$ cat src/logic/rtbse_pkg.sv
/*
 * constants for the register-change, branch and skip execution block:
 * apb offsets, instruction fields, function and byte-control bits, opcodes, cycle counts.
 * assumes 24-bit words; vector bit 23 is the most significant (leftmost) word bit.
 */
package rtbse_pkg;
    // apb register byte offsets
    localparam logic [7:0] OFS_CTRL = 8'h00;
    localparam logic [7:0] OFS_INSTR = 8'h04;
    localparam logic [7:0] OFS_EADDR = 8'h08;
    localparam logic [7:0] OFS_MEMW = 8'h0c;
    localparam logic [7:0] OFS_ACC_A = 8'h10;
    localparam logic [7:0] OFS_ACC_B = 8'h14;
    localparam logic [7:0] OFS_INDEX_ONE = 8'h18;
    localparam logic [7:0] OFS_INDEX_TWO = 8'h1c;
    localparam logic [7:0] OFS_INDEX_THREE = 8'h20;
    localparam logic [7:0] OFS_PC = 8'h24;
    localparam logic [7:0] OFS_FLAGS = 8'h28;
    localparam logic [7:0] OFS_INT_ACT = 8'h2c;
    localparam logic [7:0] OFS_INT_REC = 8'h30;
    localparam logic [7:0] OFS_STATUS = 8'h34;
    localparam int CTRL_GO_BIT = 0;
    // status bit positions
    localparam int ST_BUSY = 0;
    localparam int ST_ILLEGAL = 1;
    localparam int ST_MEM_WR = 2;
    localparam int ST_TAKEN = 3;
    // instruction word fields
    localparam int IND_BIT = 23;
    localparam int TAG_HI = 22;
    localparam int TAG_LO = 21;
    localparam int OP_HI = 20;
    localparam int OP_LO = 15;
    localparam int ADR_HI = 14;
    localparam int FLG_HI = 20;
    localparam int FLG_LO = 15;
    // function bits of the address field
    localparam int FN_IDX1 = 11;
    localparam int FN_B_TO_X = 7;
    localparam int FN_A_TO_X = 6;
    localparam int FN_X_TO_B = 5;
    localparam int FN_A_TO_B = 4;
    localparam int FN_CLR_B = 3;
    localparam int FN_X_TO_A = 2;
    localparam int FN_B_TO_A = 1;
    localparam int FN_CLR_A = 0;
    // byte-control bits and the register groups they select
    localparam int BC_G1 = 14;
    localparam int BC_G2 = 13;
    localparam int BC_G3 = 12;
    localparam logic [23:0] MASK_G1 = 24'o77700000;
    localparam logic [23:0] MASK_G2 = 24'o00077000;
    localparam logic [23:0] MASK_G3 = 24'o00000777;
    localparam logic [23:0] MASK_BASE = 24'o00077777;
    // index register: increment in the upper nine bits, base in the low fifteen
    localparam int INC_HI = 23;
    localparam int INC_LO = 15;
    // opcodes
    localparam logic [5:0] OPC_REG_CHANGE = 6'o40;
    localparam logic [5:0] OPC_JUMP = 6'o01;
    localparam logic [5:0] OPC_IBR = 6'o57;
    localparam logic [5:0] OPC_MARK_PLACE = 6'o03;
    localparam logic [5:0] OPC_RETURN = 6'o41;
    localparam logic [5:0] OPC_SKIP_GT = 6'o46;
    // cycle counts
    localparam logic [1:0] CYC_ONE = 2'h1;
    localparam logic [1:0] CYC_TWO = 2'h2;
    localparam logic [1:0] CYC_THREE = 2'h3;
    localparam logic [14:0] PC_STEP = 15'h0001;
    localparam logic [14:0] PC_SKIP = 15'h0002;
    localparam logic [23:0] WORD_RESET = 24'h000000;
    localparam logic [5:0] FLAGS_RESET = 6'h00;
    typedef enum logic {ST_IDLE, ST_EXEC} rtbse_state_type;
endpackage : rtbse_pkg

$ cat src/logic/rtbse_core.sv
/*
 * register-change, address-to-index-base, branch group and first skip tests of a
 * 24-bit processor, executed one instruction at a time under apb control.
 * assumes software loads instruction, effective address and memory word, then writes go;
 * memory stores land in the memory-word register for software to write back.
 */
// Added by the designer: the APB slave port and the register addresses.
// Behaviour
// - function bits 16 and 17 merge B and A into the destination index
// - bits 18, 19 merge index and A into B; bit 20 clears B bytes
// - bits 21, 22 merge index and B into A; bit 23 clears A bytes
// - byte-control bits 9, 10, 11 select groups; only selected bits change
// - destination index cleared in selected bytes first; source indexes untouched
// - index and A exchange swaps selected bytes at once, others kept
// - address-to-index-base copies instruction bits 9-23 into the index; needs bit 0
// - unconditional branch loads the counter with the effective address
// - index increment added to base; branch unless base leaves the address range
// - increment branch: no indexing, two cycles branching, three falling through
// - branch-clear-interrupt clears highest priority set and recognized channel
// - when indirect, final word bits 3-8 are ored into the flags
// - mark place stores counter and flags, zeroes bits 0-2, continues at address+1
// - argument mark stores counter+1, indirect bit, flags; clears flags
// - return increments word, loads low 15 bits, ors bits 3-8 into flags
// - skip-if-equal skips on exact match; two cycles, three with skip
// - skip-if-greater skips when A is signed-greater than memory
// - function bits 12, 13, 14 merge index one, two, three into destination
`timescale 1ns/1ns
module rtbse_core #(
    parameter int NUM_CHANNELS = 8,
    parameter logic [5:0] OPC_BRANCH_CLEAR = 6'o11,
    parameter logic [5:0] OPC_MARK_ARG = 6'o12,
    parameter logic [5:0] OPC_SKIP_EQ = 6'o50
) (
    input wire logic pclk,
    input wire logic presetn,
    input wire logic psel,
    input wire logic penable,
    input wire logic pwrite,
    input wire logic [7:0] paddr,
    input wire logic [31:0] pwdata,
    output logic [31:0] prdata,
    output logic pready,
    output logic pslverr,
    output logic busy
);
    import rtbse_pkg::*;

    initial begin
        if (NUM_CHANNELS < 1 || NUM_CHANNELS > 24) begin
            $error("channel count out of range");
        end
        if (OPC_BRANCH_CLEAR == OPC_MARK_ARG || OPC_SKIP_EQ == OPC_BRANCH_CLEAR
                || OPC_SKIP_EQ == OPC_MARK_ARG) begin
            $error("opcodes must differ");
        end
    end

    typedef struct packed {
        rtbse_state_type state;
        logic [1:0] cnt;
        logic [23:0] instr;
        logic [14:0] eaddr;
        logic [23:0] memw;
        logic [23:0] a;
        logic [23:0] b;
        logic [2:0][23:0] x;
        logic [14:0] p;
        logic [5:0] flags;
        logic [NUM_CHANNELS-1:0] int_act;
        logic [NUM_CHANNELS-1:0] int_rec;
        logic illegal;
        logic mem_wr;
        logic taken;
        logic [31:0] rdata;
    } rtbse_regs_type;

    rtbse_regs_type r_q;
    rtbse_regs_type r_d;

    // decoded instruction fields
    logic [5:0] op;
    logic [1:0] tag;
    logic ind;
    logic [14:0] fn;
    logic [23:0] sel_mask;
    logic [2:0][23:0] xsrc;
    logic [23:0] xmerge;
    logic [23:0] xdest;
    logic [23:0] adj_word;
    logic signed [16:0] ibr_sum;
    logic [8:0] ibr_inc;
    logic ibr_stop;
    logic [1:0] cycles;
    logic legal;
    logic acc_setup;
    logic wr_ok;
    logic mapped;

    assign op = r_q.instr[OP_HI:OP_LO];
    assign tag = r_q.instr[TAG_HI:TAG_LO];
    assign ind = r_q.instr[IND_BIT];
    assign fn = r_q.instr[ADR_HI:0];
    assign sel_mask = (fn[BC_G1] ? MASK_G1 : WORD_RESET)
        | (fn[BC_G2] ? MASK_G2 : WORD_RESET)
        | (fn[BC_G3] ? MASK_G3 : WORD_RESET);

    // one source term per index register, all taken from the old values
    genvar gi;
    generate
        for (gi = 0; gi < 3; gi++) begin : g_xsrc
            assign xsrc[gi] = fn[FN_IDX1 - gi] ? r_q.x[gi] : WORD_RESET;
        end
    endgenerate
    assign xmerge = xsrc[0] | xsrc[1] | xsrc[2];
    // tag zero is not a register-change destination; index one stands in harmlessly
    assign xdest = (tag == 2'd0) ? r_q.x[0] : r_q.x[tag - 2'd1];

    assign adj_word = r_q.memw + 24'h000001;
    assign ibr_inc = xdest[INC_HI:INC_LO];
    assign ibr_sum = $signed({2'b00, xdest[ADR_HI:0]}) + $signed({{8{ibr_inc[8]}}, ibr_inc});
    // no branch once the base crosses either end of the address range
    assign ibr_stop = (ibr_inc[8] && ibr_sum[16])
        || (!ibr_inc[8] && ibr_inc != 9'h000 && !ibr_sum[16] && ibr_sum[15]);

    // cycle count and legality of the loaded instruction
    always_comb begin
        legal = 1'b1;
        cycles = CYC_ONE;
        if (op == OPC_REG_CHANGE) begin
            legal = ind || (tag != 2'd0);
        end else if (op == OPC_JUMP || op == OPC_BRANCH_CLEAR) begin
            cycles = CYC_ONE;
        end else if (op == OPC_IBR) begin
            legal = tag != 2'd0;
            cycles = ibr_stop ? CYC_THREE : CYC_TWO;
        end else if (op == OPC_MARK_PLACE || op == OPC_MARK_ARG || op == OPC_RETURN) begin
            cycles = CYC_THREE;
        end else if (op == OPC_SKIP_EQ) begin
            cycles = (r_q.a == r_q.memw) ? CYC_THREE : CYC_TWO;
        end else if (op == OPC_SKIP_GT) begin
            cycles = ($signed(r_q.a) > $signed(r_q.memw)) ? CYC_THREE : CYC_TWO;
        end else begin
            legal = 1'b0;
        end
    end

    assign acc_setup = psel && !penable;
    assign wr_ok = psel && penable && pwrite && r_q.state == ST_IDLE;
    always_comb begin
        unique case (paddr)
            OFS_CTRL, OFS_INSTR, OFS_EADDR, OFS_MEMW, OFS_ACC_A, OFS_ACC_B, OFS_INDEX_ONE,
            OFS_INDEX_TWO, OFS_INDEX_THREE, OFS_PC, OFS_FLAGS, OFS_INT_ACT, OFS_INT_REC,
            OFS_STATUS: mapped = 1'b1;
            default: mapped = 1'b0;
        endcase
    end

    assign pready = 1'b1;
    // writes while executing are refused so the sources stay stable
    assign pslverr = psel && penable && (!mapped || (pwrite && r_q.state == ST_EXEC));
    assign prdata = r_q.rdata;
    assign busy = r_q.state == ST_EXEC;

    always_comb begin
        logic [23:0] a_base;
        logic [23:0] b_base;
        logic found;
        a_base = WORD_RESET;
        b_base = WORD_RESET;
        found = 1'b0;
        r_d = r_q;

        // read data captured in the setup phase
        if (acc_setup) begin
            r_d.rdata = 32'h00000000;
            unique case (paddr)
                OFS_INSTR: r_d.rdata = {8'h00, r_q.instr};
                OFS_EADDR: r_d.rdata = {17'h00000, r_q.eaddr};
                OFS_MEMW: r_d.rdata = {8'h00, r_q.memw};
                OFS_ACC_A: r_d.rdata = {8'h00, r_q.a};
                OFS_ACC_B: r_d.rdata = {8'h00, r_q.b};
                OFS_INDEX_ONE: r_d.rdata = {8'h00, r_q.x[0]};
                OFS_INDEX_TWO: r_d.rdata = {8'h00, r_q.x[1]};
                OFS_INDEX_THREE: r_d.rdata = {8'h00, r_q.x[2]};
                OFS_PC: r_d.rdata = {17'h00000, r_q.p};
                OFS_FLAGS: r_d.rdata = {26'h0000000, r_q.flags};
                OFS_INT_ACT: r_d.rdata[NUM_CHANNELS-1:0] = r_q.int_act;
                OFS_INT_REC: r_d.rdata[NUM_CHANNELS-1:0] = r_q.int_rec;
                OFS_STATUS: begin
                    r_d.rdata[ST_BUSY] = r_q.state == ST_EXEC;
                    r_d.rdata[ST_ILLEGAL] = r_q.illegal;
                    r_d.rdata[ST_MEM_WR] = r_q.mem_wr;
                    r_d.rdata[ST_TAKEN] = r_q.taken;
                end
                default: r_d.rdata = 32'h00000000;
            endcase
        end

        if (wr_ok) begin
            unique case (paddr)
                OFS_CTRL: begin
                    if (pwdata[CTRL_GO_BIT]) begin
                        r_d.state = ST_EXEC;
                        r_d.cnt = cycles;
                        r_d.illegal = 1'b0;
                        r_d.mem_wr = 1'b0;
                        r_d.taken = 1'b0;
                    end
                end
                OFS_INSTR: r_d.instr = pwdata[23:0];
                OFS_EADDR: r_d.eaddr = pwdata[14:0];
                OFS_MEMW: r_d.memw = pwdata[23:0];
                OFS_ACC_A: r_d.a = pwdata[23:0];
                OFS_ACC_B: r_d.b = pwdata[23:0];
                OFS_INDEX_ONE: r_d.x[0] = pwdata[23:0];
                OFS_INDEX_TWO: r_d.x[1] = pwdata[23:0];
                OFS_INDEX_THREE: r_d.x[2] = pwdata[23:0];
                OFS_PC: r_d.p = pwdata[14:0];
                OFS_FLAGS: r_d.flags = pwdata[5:0];
                OFS_INT_ACT: r_d.int_act = pwdata[NUM_CHANNELS-1:0];
                OFS_INT_REC: r_d.int_rec = pwdata[NUM_CHANNELS-1:0];
                default: r_d.state = r_q.state;
            endcase
        end

        // results commit on the last cycle of the instruction
        if (r_q.state == ST_EXEC) begin
            r_d.cnt = r_q.cnt - 2'd1;
            if (r_q.cnt == CYC_ONE) begin
                r_d.state = ST_IDLE;
                r_d.p = r_q.p + PC_STEP;
                if (!legal) begin
                    r_d.illegal = 1'b1;
                    r_d.p = r_q.p;
                end else if (op == OPC_REG_CHANGE && ind) begin
                    // tag zero names no index register, so nothing is loaded
                    if (tag != 2'd0) begin
                        r_d.x[tag - 2'd1] = (xdest & ~MASK_BASE)
                            | (r_q.instr & MASK_BASE);
                    end
                end else if (op == OPC_REG_CHANGE) begin
                    // all terms below read r_q, so exchanges swap cleanly
                    r_d.x[tag - 2'd1] = (xdest & ~sel_mask) | (sel_mask & (xmerge
                        | (fn[FN_B_TO_X] ? r_q.b : WORD_RESET)
                        | (fn[FN_A_TO_X] ? r_q.a : WORD_RESET)));
                    b_base = fn[FN_CLR_B] ? (r_q.b & ~sel_mask) : r_q.b;
                    r_d.b = b_base | (sel_mask & ((fn[FN_X_TO_B] ? xdest : WORD_RESET)
                        | (fn[FN_A_TO_B] ? r_q.a : WORD_RESET)));
                    a_base = fn[FN_CLR_A] ? (r_q.a & ~sel_mask) : r_q.a;
                    r_d.a = a_base | (sel_mask & ((fn[FN_X_TO_A] ? xdest : WORD_RESET)
                        | (fn[FN_B_TO_A] ? r_q.b : WORD_RESET)));
                end else if (op == OPC_JUMP) begin
                    r_d.p = r_q.eaddr;
                    r_d.taken = 1'b1;
                end else if (op == OPC_IBR) begin
                    r_d.x[tag - 2'd1] = {xdest[INC_HI:INC_LO], ibr_sum[ADR_HI:0]};
                    if (!ibr_stop) begin
                        r_d.p = r_q.eaddr;
                        r_d.taken = 1'b1;
                    end
                end else if (op == OPC_BRANCH_CLEAR) begin
                    r_d.p = r_q.eaddr;
                    r_d.taken = 1'b1;
                    // lowest channel number is the highest priority
                    for (int i = 0; i < NUM_CHANNELS; i++) begin
                        if (!found && r_q.int_act[i] && r_q.int_rec[i]) begin
                            r_d.int_act[i] = 1'b0;
                            found = 1'b1;
                        end
                    end
                    if (ind) begin
                        r_d.flags = r_q.flags | r_q.memw[FLG_HI:FLG_LO];
                    end
                end else if (op == OPC_MARK_PLACE) begin
                    r_d.memw = {3'b000, r_q.flags, r_q.p};
                    r_d.mem_wr = 1'b1;
                    r_d.p = r_q.eaddr + PC_STEP;
                    r_d.taken = 1'b1;
                end else if (op == OPC_MARK_ARG) begin
                    r_d.memw = {1'b1, 2'b00, r_q.flags, r_q.p + PC_STEP};
                    r_d.mem_wr = 1'b1;
                    r_d.flags = FLAGS_RESET;
                    r_d.p = r_q.eaddr + PC_STEP;
                    r_d.taken = 1'b1;
                end else if (op == OPC_RETURN) begin
                    r_d.p = adj_word[ADR_HI:0];
                    r_d.flags = r_q.flags | adj_word[FLG_HI:FLG_LO];
                    r_d.taken = 1'b1;
                end else if (op == OPC_SKIP_EQ) begin
                    if (r_q.a == r_q.memw) begin
                        r_d.p = r_q.p + PC_SKIP;
                        r_d.taken = 1'b1;
                    end
                end else if (op == OPC_SKIP_GT) begin
                    if ($signed(r_q.a) > $signed(r_q.memw)) begin
                        r_d.p = r_q.p + PC_SKIP;
                        r_d.taken = 1'b1;
                    end
                end
            end
        end
    end

    always_ff @(posedge pclk or negedge presetn) begin
        if (!presetn) begin
            r_q <= '0;
        end else begin
            r_q <= r_d;
        end
    end
endmodule : rtbse_core

$ cat config.mk
export PLATFORM = sky130hd
export DESIGN_NAME = rtbse_core
export DESIGN_NICKNAME = d
export VERILOG_FILES = /design/src/logic/rtbse_pkg.sv /design/src/logic/rtbse_core.sv
export SDC_FILE = /design/constraint.sdc
export NUM_CORES = 1
export LEC_CHECK = 0
export ABC_AREA = 1
export ABC_CLOCK_PERIOD_IN_PS = 6700
export BUFFER_PORTS_ARGS = -buffer_cell sky130_fd_sc_hd__buf_4
export CAP_MARGIN = 15
export CORE_ASPECT_RATIO = 1.5
export CORE_MARGIN = 3
export CORE_UTILIZATION = 30
export CTS_CLUSTER_DIAMETER = 40
export DETAILED_ROUTE_END_ITERATION = 6
export PLACE_DENSITY = 0.46
export SLEW_MARGIN = 5
export SYNTH_ARGS = -nofsm -noshare
export SYNTH_HDL_FRONTEND = slang
export SYNTH_SLANG_ARGS = --single-unit
$ cat constraint.sdc
create_clock -name pclk -period 6.7 [get_ports pclk]
set_input_delay 1.005 -clock pclk [delete_from_list [all_inputs] [get_ports pclk]]
set_output_delay 1.005 -clock pclk [all_outputs]
set_load 0.02 [all_outputs]
==> results of run 1 <==
==> power by group through the flow <==
stage               clock (W)  combinational (W)  sequential [W]
floorplan                   0           0.000536         0.00160
global placement            0           0.000835         0.00162
detailed placement          0           0.000837         0.00162
CTS                   0.00290           0.000843         0.00159
global route          0.00296           0.000946         0.00160
finish                0.00285           0.000855         0.00160
==> layer usage <==
layer	global-route usage, %	vias to the layer above	routed length (µm)
li1	-	10519	-
met1	36.94	11450	42950
met2	50.18	1330	52720
met3	4.749	339	8051
met4	20.63	0	8803
met5	0	-	0
==> final cells by class <==
type                            count  area, µm²  share of cell area, %
Antenna cell                        1      2.502                0.01060
Clock buffer                       60       1435                  6.079
Clock inverter                     40      450.4                  1.908
Inverter                          397       1490                  6.312
Multi-Input combinational cell   2161      11870                  50.29
Sequential cell                   250       6256                  26.50
Tap cell                          885       1107                  4.690
Timing Repair Buffer              128      993.5                  4.208
==> cell families after synthesis <==
family | synth area share (%)
simple gates | 21.28
compound gates | 30.74
buf+inv | 11.88
flops | 30.51
fa+ha+maj | 3.210
xor+xnor | 1.410
mux | 0.9337
other cells | 0.03663
==> registers in the layout, summed over array words and instances, names as in the netlist <==
name and cells:
ind 1, r_q 203, fn 15, busy 1, op 6, prdata 24
==> per-stage QoR <==
step | util (%) | power, W | hold slack, ps | cells
after CTS | 35.12 | 0.005332 | 434.8 | 3920
final | 35.13 | 0.005300 | 411.6 | 3922
after floorplan | - | 0.002134 | 449.4 | 3008
after global routing | 35.13 | 0.005503 | 448.8 | 3921
after global placement | 32.31 | 0.002454 | 470.6 | 3820
after detailed placement | 32.31 | 0.002457 | 475.0 | 3820
==> critical path: cells and delay by family (launching register included) <==
kind	cells	cell delay, ps
adder cells (fa/ha/maj)	4	870
AND/OR/NAND/NOR	12	1600
AO/OA/AOI/OAI	5	1470
flip-flops	1	490
buffers and inverters	9	1170
==> worst max path at each step <==
stage                        start  slack (ps)  endpoint  cells past startpoint
after CTS                 r_q[252]        1040   r_q[66]                     30
final                     r_q[252]         960   r_q[66]                     30
after global placement    r_q[252]        1100   r_q[59]                     30
after global routing      r_q[252]         580   r_q[59]                     30
after floorplan           r_q[252]        1910   r_q[69]                     34
after detailed placement  r_q[252]        1050   r_q[59]                     30
==> synthesized netlist by cell type (23+ instances only) <==
library cell / count / share of area [%]
inv_1: 362 / 6.6
xor2_1: 30 / 1.3
o22ai_1: 179 / 5.5
a221oi_1: 99 / 4.2
nand3_1: 147 / 3.6
o21ai_0: 351 / 8.6
dfrtp_1: 250 / 31
buf_2: 29 / 0.71
o221ai_1: 37 / 1.6
clkbuf_1: 128 / 2.3
a21oi_1: 131 / 3.2
buf_4: 38 / 1.4
a31oi_1: 57 / 1.7
nor3_1: 28 / 0.68
inv_2: 31 / 0.57
o21ai_1: 28 / 0.68
o211ai_1: 42 / 1.5
nor2_1: 165 / 3.0
ha_1: 51 / 3.1
nand2_1: 634 / 12
a22oi_1: 23 / 0.84
==> layout by cell type, fill, tap and decap left out, types with 9 or more instances in the layout <==
| cell type | count |
|---|---|
| nand2_1 | 633 |
| a21oi_1 | 131 |
| a31oi_1 | 57 |
| o211ai_1 | 42 |
| inv_1 | 362 |
| mux2_2 | 17 |
| nor2_2 | 15 |
| ha_1 | 51 |
| dfrtp_1 | 250 |
| a221oi_1 | 99 |
| inv_8 | 10 |
| inv_2 | 31 |
| xor2_1 | 30 |
| nor2_1 | 160 |
| o2111ai_1 | 14 |
| inv_6 | 14 |
| nand3_1 | 147 |
| buf_4 | 125 |
| o22ai_1 | 179 |
| a22oi_1 | 23 |
| nor3_1 | 27 |
| o21ai_1 | 28 |
| o221ai_1 | 37 |
| nand4_1 | 16 |
| o21ai_0 | 351 |
| conb_1 | 9 |
| clkbuf_16 | 55 |
==> flow_summary.json, run 1 <==
{
  "status": "finished, final reports clean",
  "cp_slowest_cell": "o21ai_0",
  "cts_hold_buffers": 0,
  "post_cts_buffers": 0,
  "path_max_fanout": 13,
  "core_mm2": 0.06720,
  "start_util_pct": 30.51,
  "cp.required_ps": 7210,
  "cp-start-kind": "register",
  "maxCapViolations": 0,
  "synth_edf_count": 0,
  "rsz0062_at_grt": "no",
  "reg2reg_depth": 30,
  "drc": 0,
  "seq_area_frac_synth_pct": 30.51,
  "timing.slew.headroom_pct": 18.30,
  "grt_pass1_wl_um": 161500,
  "sequentialPowerShare_pct": 30.1,
  "synth_ff_type": "dfrtp_1",
  "pre_cts_slack_ps": 1046,
  "die_w_um": 219.5,
  "finalSetupViolCount": 0,
  "num_vias": 23638,
  "ys.warnings.count": 0,
  "finalCritPeriodShare_pct": 85.60,
  "swShare_pct": 33.07,
  "ant_nets": 0,
  "first_iter_violations": 2618,
  "drive_above_1_share_pct": 10.51,
  "fin_setup_tns_ps": 0,
  "grt_max_degree": 102,
  "gp_congestion": 0.9722,
  "critPathCaptureType": "register",
  "slowest_delay_ps": 620,
  "netlist_instances": 3001,
  "p_comb_share_pct": 16.1,
  "die_h_um": 326.2,
  "overflow": 0,
  "wl_per_cell_um": 28.69,
  "worstPathArrival_ps": 6250,
  "cts_made_buffers": 53,
  "root_buffer": "clkbuf_16",
  "synth_area_per_cell_um2": 6.832,
  "ys_ff_latch": 250,
  "clkPwrFrac_pct": 53.7,
  "place_area_mm2": 0.02171,
  "fin_crit_ps": 5735,
  "htree_levels": 2,
  "dp.final_hpwl_um": 83390,
  "cts.clk_slew.worst_paths_ps": 50,
  "cts_tree": "built",
  "grt_antenna_before_repair": 3,
  "port-buffer-count": 62,
  "clock.fmax_ghz": 0.1744,
  "r2r_setup_slack_ps": 960,
  "p_int_w": 0.003547,
  "worst_pin_slew_ps": 1224,
  "post_cts_resized": 0,
  "postLayoutCellArea_mm2": 0.02361,
  "worstReg2RegStart": "r_q[252]",
  "dr.pass1.iters": 6,
  "num_rows": 116,
  "async_reset_ff_share_pct": 100.0,
  "clk_path_buf_depth": 3,
  "clock-sinks": 250,
  "leakage_nw": 10.96,
  "nNetsFinal": 3088,
  "drt_wl_total_um": 112500,
  "ios": 80,
  "via_per_inst": 6.027,
  "drv_slew": 0,
  "cellPowerDensity_mw_per_mm2": 224.5,
  "synth_area_mm2": 0.02050,
  "die-area_mm2": 0.07158,
  "grt_pass1_vias": 23065,
  "synth_cell_types": 61,
  "min_path_type": "primary input to async pin",
  "area_growth_pct": 15.15,
  "fillers": 7223,
  "cpMostUsedCell": "nand2_1",
  "hold_viol_final": 0,
  "worst_slack_ps": 964.7,
  "ir_drop_mv": 0.1931,
  "p_switching_w": 0.001753,
  "grt_use_total_pct": 30.71,
  "r2r_end": "r_q[66]",
  "fin_skew_ps": 29.62,
  "path_class": "register to register",
  "clkLatencyLatePin_ps": 630
}
Power figures use the tool's default switching activity.
==> inputs of run 2 (changes only) <==
- ABC_AREA: 1 -> default
==> flow_summary.json, run 2 <==
{
  "rsz0062_at_grt": "no",
  "drt_wl_total_um": 93490,
  "slowest_delay_ps": 520,
  "r2r_setup_slack_ps": 350,
  "port-buffer-count": 62,
  "dp.final_hpwl_um": 67820,
  "hold_viol_final": 0,
  "post_cts_resized": 0,
  "synth_top_family_by_area": "compound AO/OA/AOI/OAI gates",
  "swShare_pct": 29.00,
  "seq_area_frac_synth_pct": 32.58,
  "ir_drop_mv": 0.1514,
  "synth_area_per_cell_um2": 8.422,
  "place_area_mm2": 0.02025,
  "yosysMostFrequentCell": "nand2_1",
  "cp_num_buf_inv": 4,
  "gp_congestion": 0.9468,
  "cp-start-kind": "register",
  "die_w_um": 212.6,
  "fin_crit_ps": 6353,
  "p_comb_share_pct": 10.2,
  "violations": "DRC",
  "r2r_end": "r_q[66]",
  "nNetsFinal": 2337,
  "cp_slowest_cell": "dfrtp_1",
  "die-area_mm2": 0.06714,
  "area_growth_pct": 12.98,
  "cp.required_ps": 7170,
  "ys_top_cells_by_count": "nand2_1 (259), dfrtp_1 (250), nor2_1 (186)",
  "sequentialPowerShare_pct": 37.2,
  "timing.slew.headroom_pct": 17.01,
  "worstReg2RegStart": "r_q[252]",
  "overflow": 0,
  "worstPathArrival_ps": 6820,
  "worst_pin_slew_ps": 1229,
  "synth_adder_area_share_pct": 3.427,
  "wl_per_cell_um": 30.36,
  "grt_use_total_pct": 27.09,
  "maxCapViolations": 0,
  "via_per_inst": 6.489,
  "drive_above_1_share_pct": 13.11,
  "dr.pass1.iters": 7,
  "muxShareOfSynthArea_pct": 9.025,
  "ys.warnings.count": 0,
  "synth_edf_count": 0,
  "clock.fmax_ghz": 0.1574,
  "critPathTopFamily": "compound AO/OA/AOI/OAI gates",
  "path_max_fanout": 17,
  "grt_max_degree": 131,
  "netlist_instances": 2280,
  "grt_pass1_vias": 19487,
  "cts.clk_slew.worst_paths_ps": 50,
  "clkLatencyLatePin_ps": 590,
  "p_int_w": 0.003065,
  "num_rows": 113,
  "grt_pass1_wl_um": 135400,
  "leakage_nw": 8.775,
  "ios": 80,
  "ant_nets": 0,
  "cellPowerDensity_mw_per_mm2": 199.0,
  "clk_path_buf_depth": 3,
  "finalSetupViolCount": 0,
  "die_h_um": 315.9,
  "p_switching_w": 0.001252,
  "synth_xor_area_share_pct": 2.828,
  "layout_commonest_cell": "nand2_1",
  "root_buffer": "clkbuf_16",
  "clkPwrFrac_pct": 52.6,
  "fin_skew_ps": 27.86,
  "yosys.area_share.simple_pct": 15.04,
  "synthTopCellsByArea": "dfrtp_1 (33%), a22oi_1 (6.3%), mux2i_1 (5.8%)",
  "min_path_type": "primary input to async pin",
  "ys_ff_latch": 250,
  "cts_hold_buffers": 0,
  "reg2reg_depth": 27,
  "cts_made_buffers": 43,
  "synth_top_cell_by_area": "dfrtp_1",
  "finalCritPeriodShare_pct": 94.82,
  "num_vias": 19980,
  "p_total_w": 0.004317,
  "critPathCaptureType": "register",
  "largest_reg_flops": 203,
  "synth_cell_types": 92,
  "cts_tree": "built",
  "status": "finished, violations left",
  "core_mm2": 0.06334,
  "drv_slew": 0,
  "post_cts_buffers": 0,
  "layout_common_cells": "nand2_1 (258), dfrtp_1 (250), nor2_1 (179), o21ai_0 (176), a22oi_1 (162)",
  "synth_compound_area_share_pct": 30.48,
  "async_reset_ff_share_pct": 100.0,
  "path_class": "register to register",
  "drc": 2,
  "htree_levels": 2,
  "first_iter_violations": 2777,
  "clock-sinks": 250,
  "postLayoutCellArea_mm2": 0.02169,
  "synth_ff_type": "dfrtp_1",
  "fin_setup_tns_ps": 0,
  "grt_antenna_before_repair": 1,
  "synth_area_mm2": 0.01920,
  "synth.top_cell.area_share_pct": 32.58,
  "largest-register": "r_q",
  "start_util_pct": 30.32
}
==> run 2: cell count changes in the layout (fill, tap and decap cells not counted), sizes merged, moves of 87 or more <==
cell,previous run,this run
a22oi,23,163
mux2i,0,112
nand2,637,261
o22ai,179,63
nand3,148,61
inv,417,70
o21ai,379,192
==> run 2: kinds of logic (layout without fill, tap and decap cells) <==
group	after synthesis	in the layout
compound gates	833	833
simple gates	639	639
other cells	2	10
fa+ha+maj	52	52
mux	166	166
xor+xnor	62	62
buf+inv	276	262
flops	250	250
==> run 2: power groups by stage <==
stage | Sequential [W] | Combinational [W] | Clock (W)
after floorplan | 0.00160 | 0.000275 | 0
after global placement | 0.00163 | 0.000436 | 0
after detailed placement | 0.00163 | 0.000439 | 0
after CTS | 0.00160 | 0.000440 | 0.00231
after global routing | 0.00161 | 0.000476 | 0.00238
final | 0.00161 | 0.000442 | 0.00227
==> run 2: how the worst max path moves through the flow <==
stage               slack (ps)  cells past startpoint       to      from
detailed placement         520                     27  r_q[66]  r_q[252]
floorplan                  560                     30  r_q[64]  r_q[252]
global route                30                     27  r_q[66]  r_q[252]
finish                     350                     27  r_q[66]  r_q[252]
global placement           640                     27  r_q[66]  r_q[252]
CTS                        470                     27  r_q[66]  r_q[252]
==> run 2: final cells by class <==
class                           instances  area [µm²]
Multi-Input combinational cell       1761       11810
Antenna cell                            1       2.502
Fill cell                            6625       41650
Timing Repair Buffer                  123       955.9
Clock buffer                           51        1156
Inverter                               61       229.0
Tap cell                              805        1007
Sequential cell                       250        6256
Clock inverter                         27       282.8
==> run 2: metrics by stage <==
stage / setup WS (ps) / cells / hold slack, ps / utilization (%)
6_report: 347.4 / 3079 / 375.0 / 34.25
5_1_grt: 30.71 / 3078 / 403.7 / 34.25
4_1_cts: 470.7 / 3078 / 377.6 / 34.25
3_5_place_dp: 524.4 / 3000 / 466.8 / 31.97
3_3_place_gp: 641.6 / 3000 / 461.9 / 31.97
2_1_floorplan: 556.3 / 2287 / 450.6 / -
==> run 2: layer usage <==
layer | GRT usage [%] | routed length, µm | up-vias | share of wire [%]
met1 | 32.60 | 35590 | 9955 | 38
met3 | 5.072 | 7440 | 281 | 8.0
met5 | 0 | 0 | - | 0
li1 | - | - | 8573 | -
met4 | 14.33 | 5379 | 0 | 5.8
met2 | 45.73 | 45080 | 1171 | 48
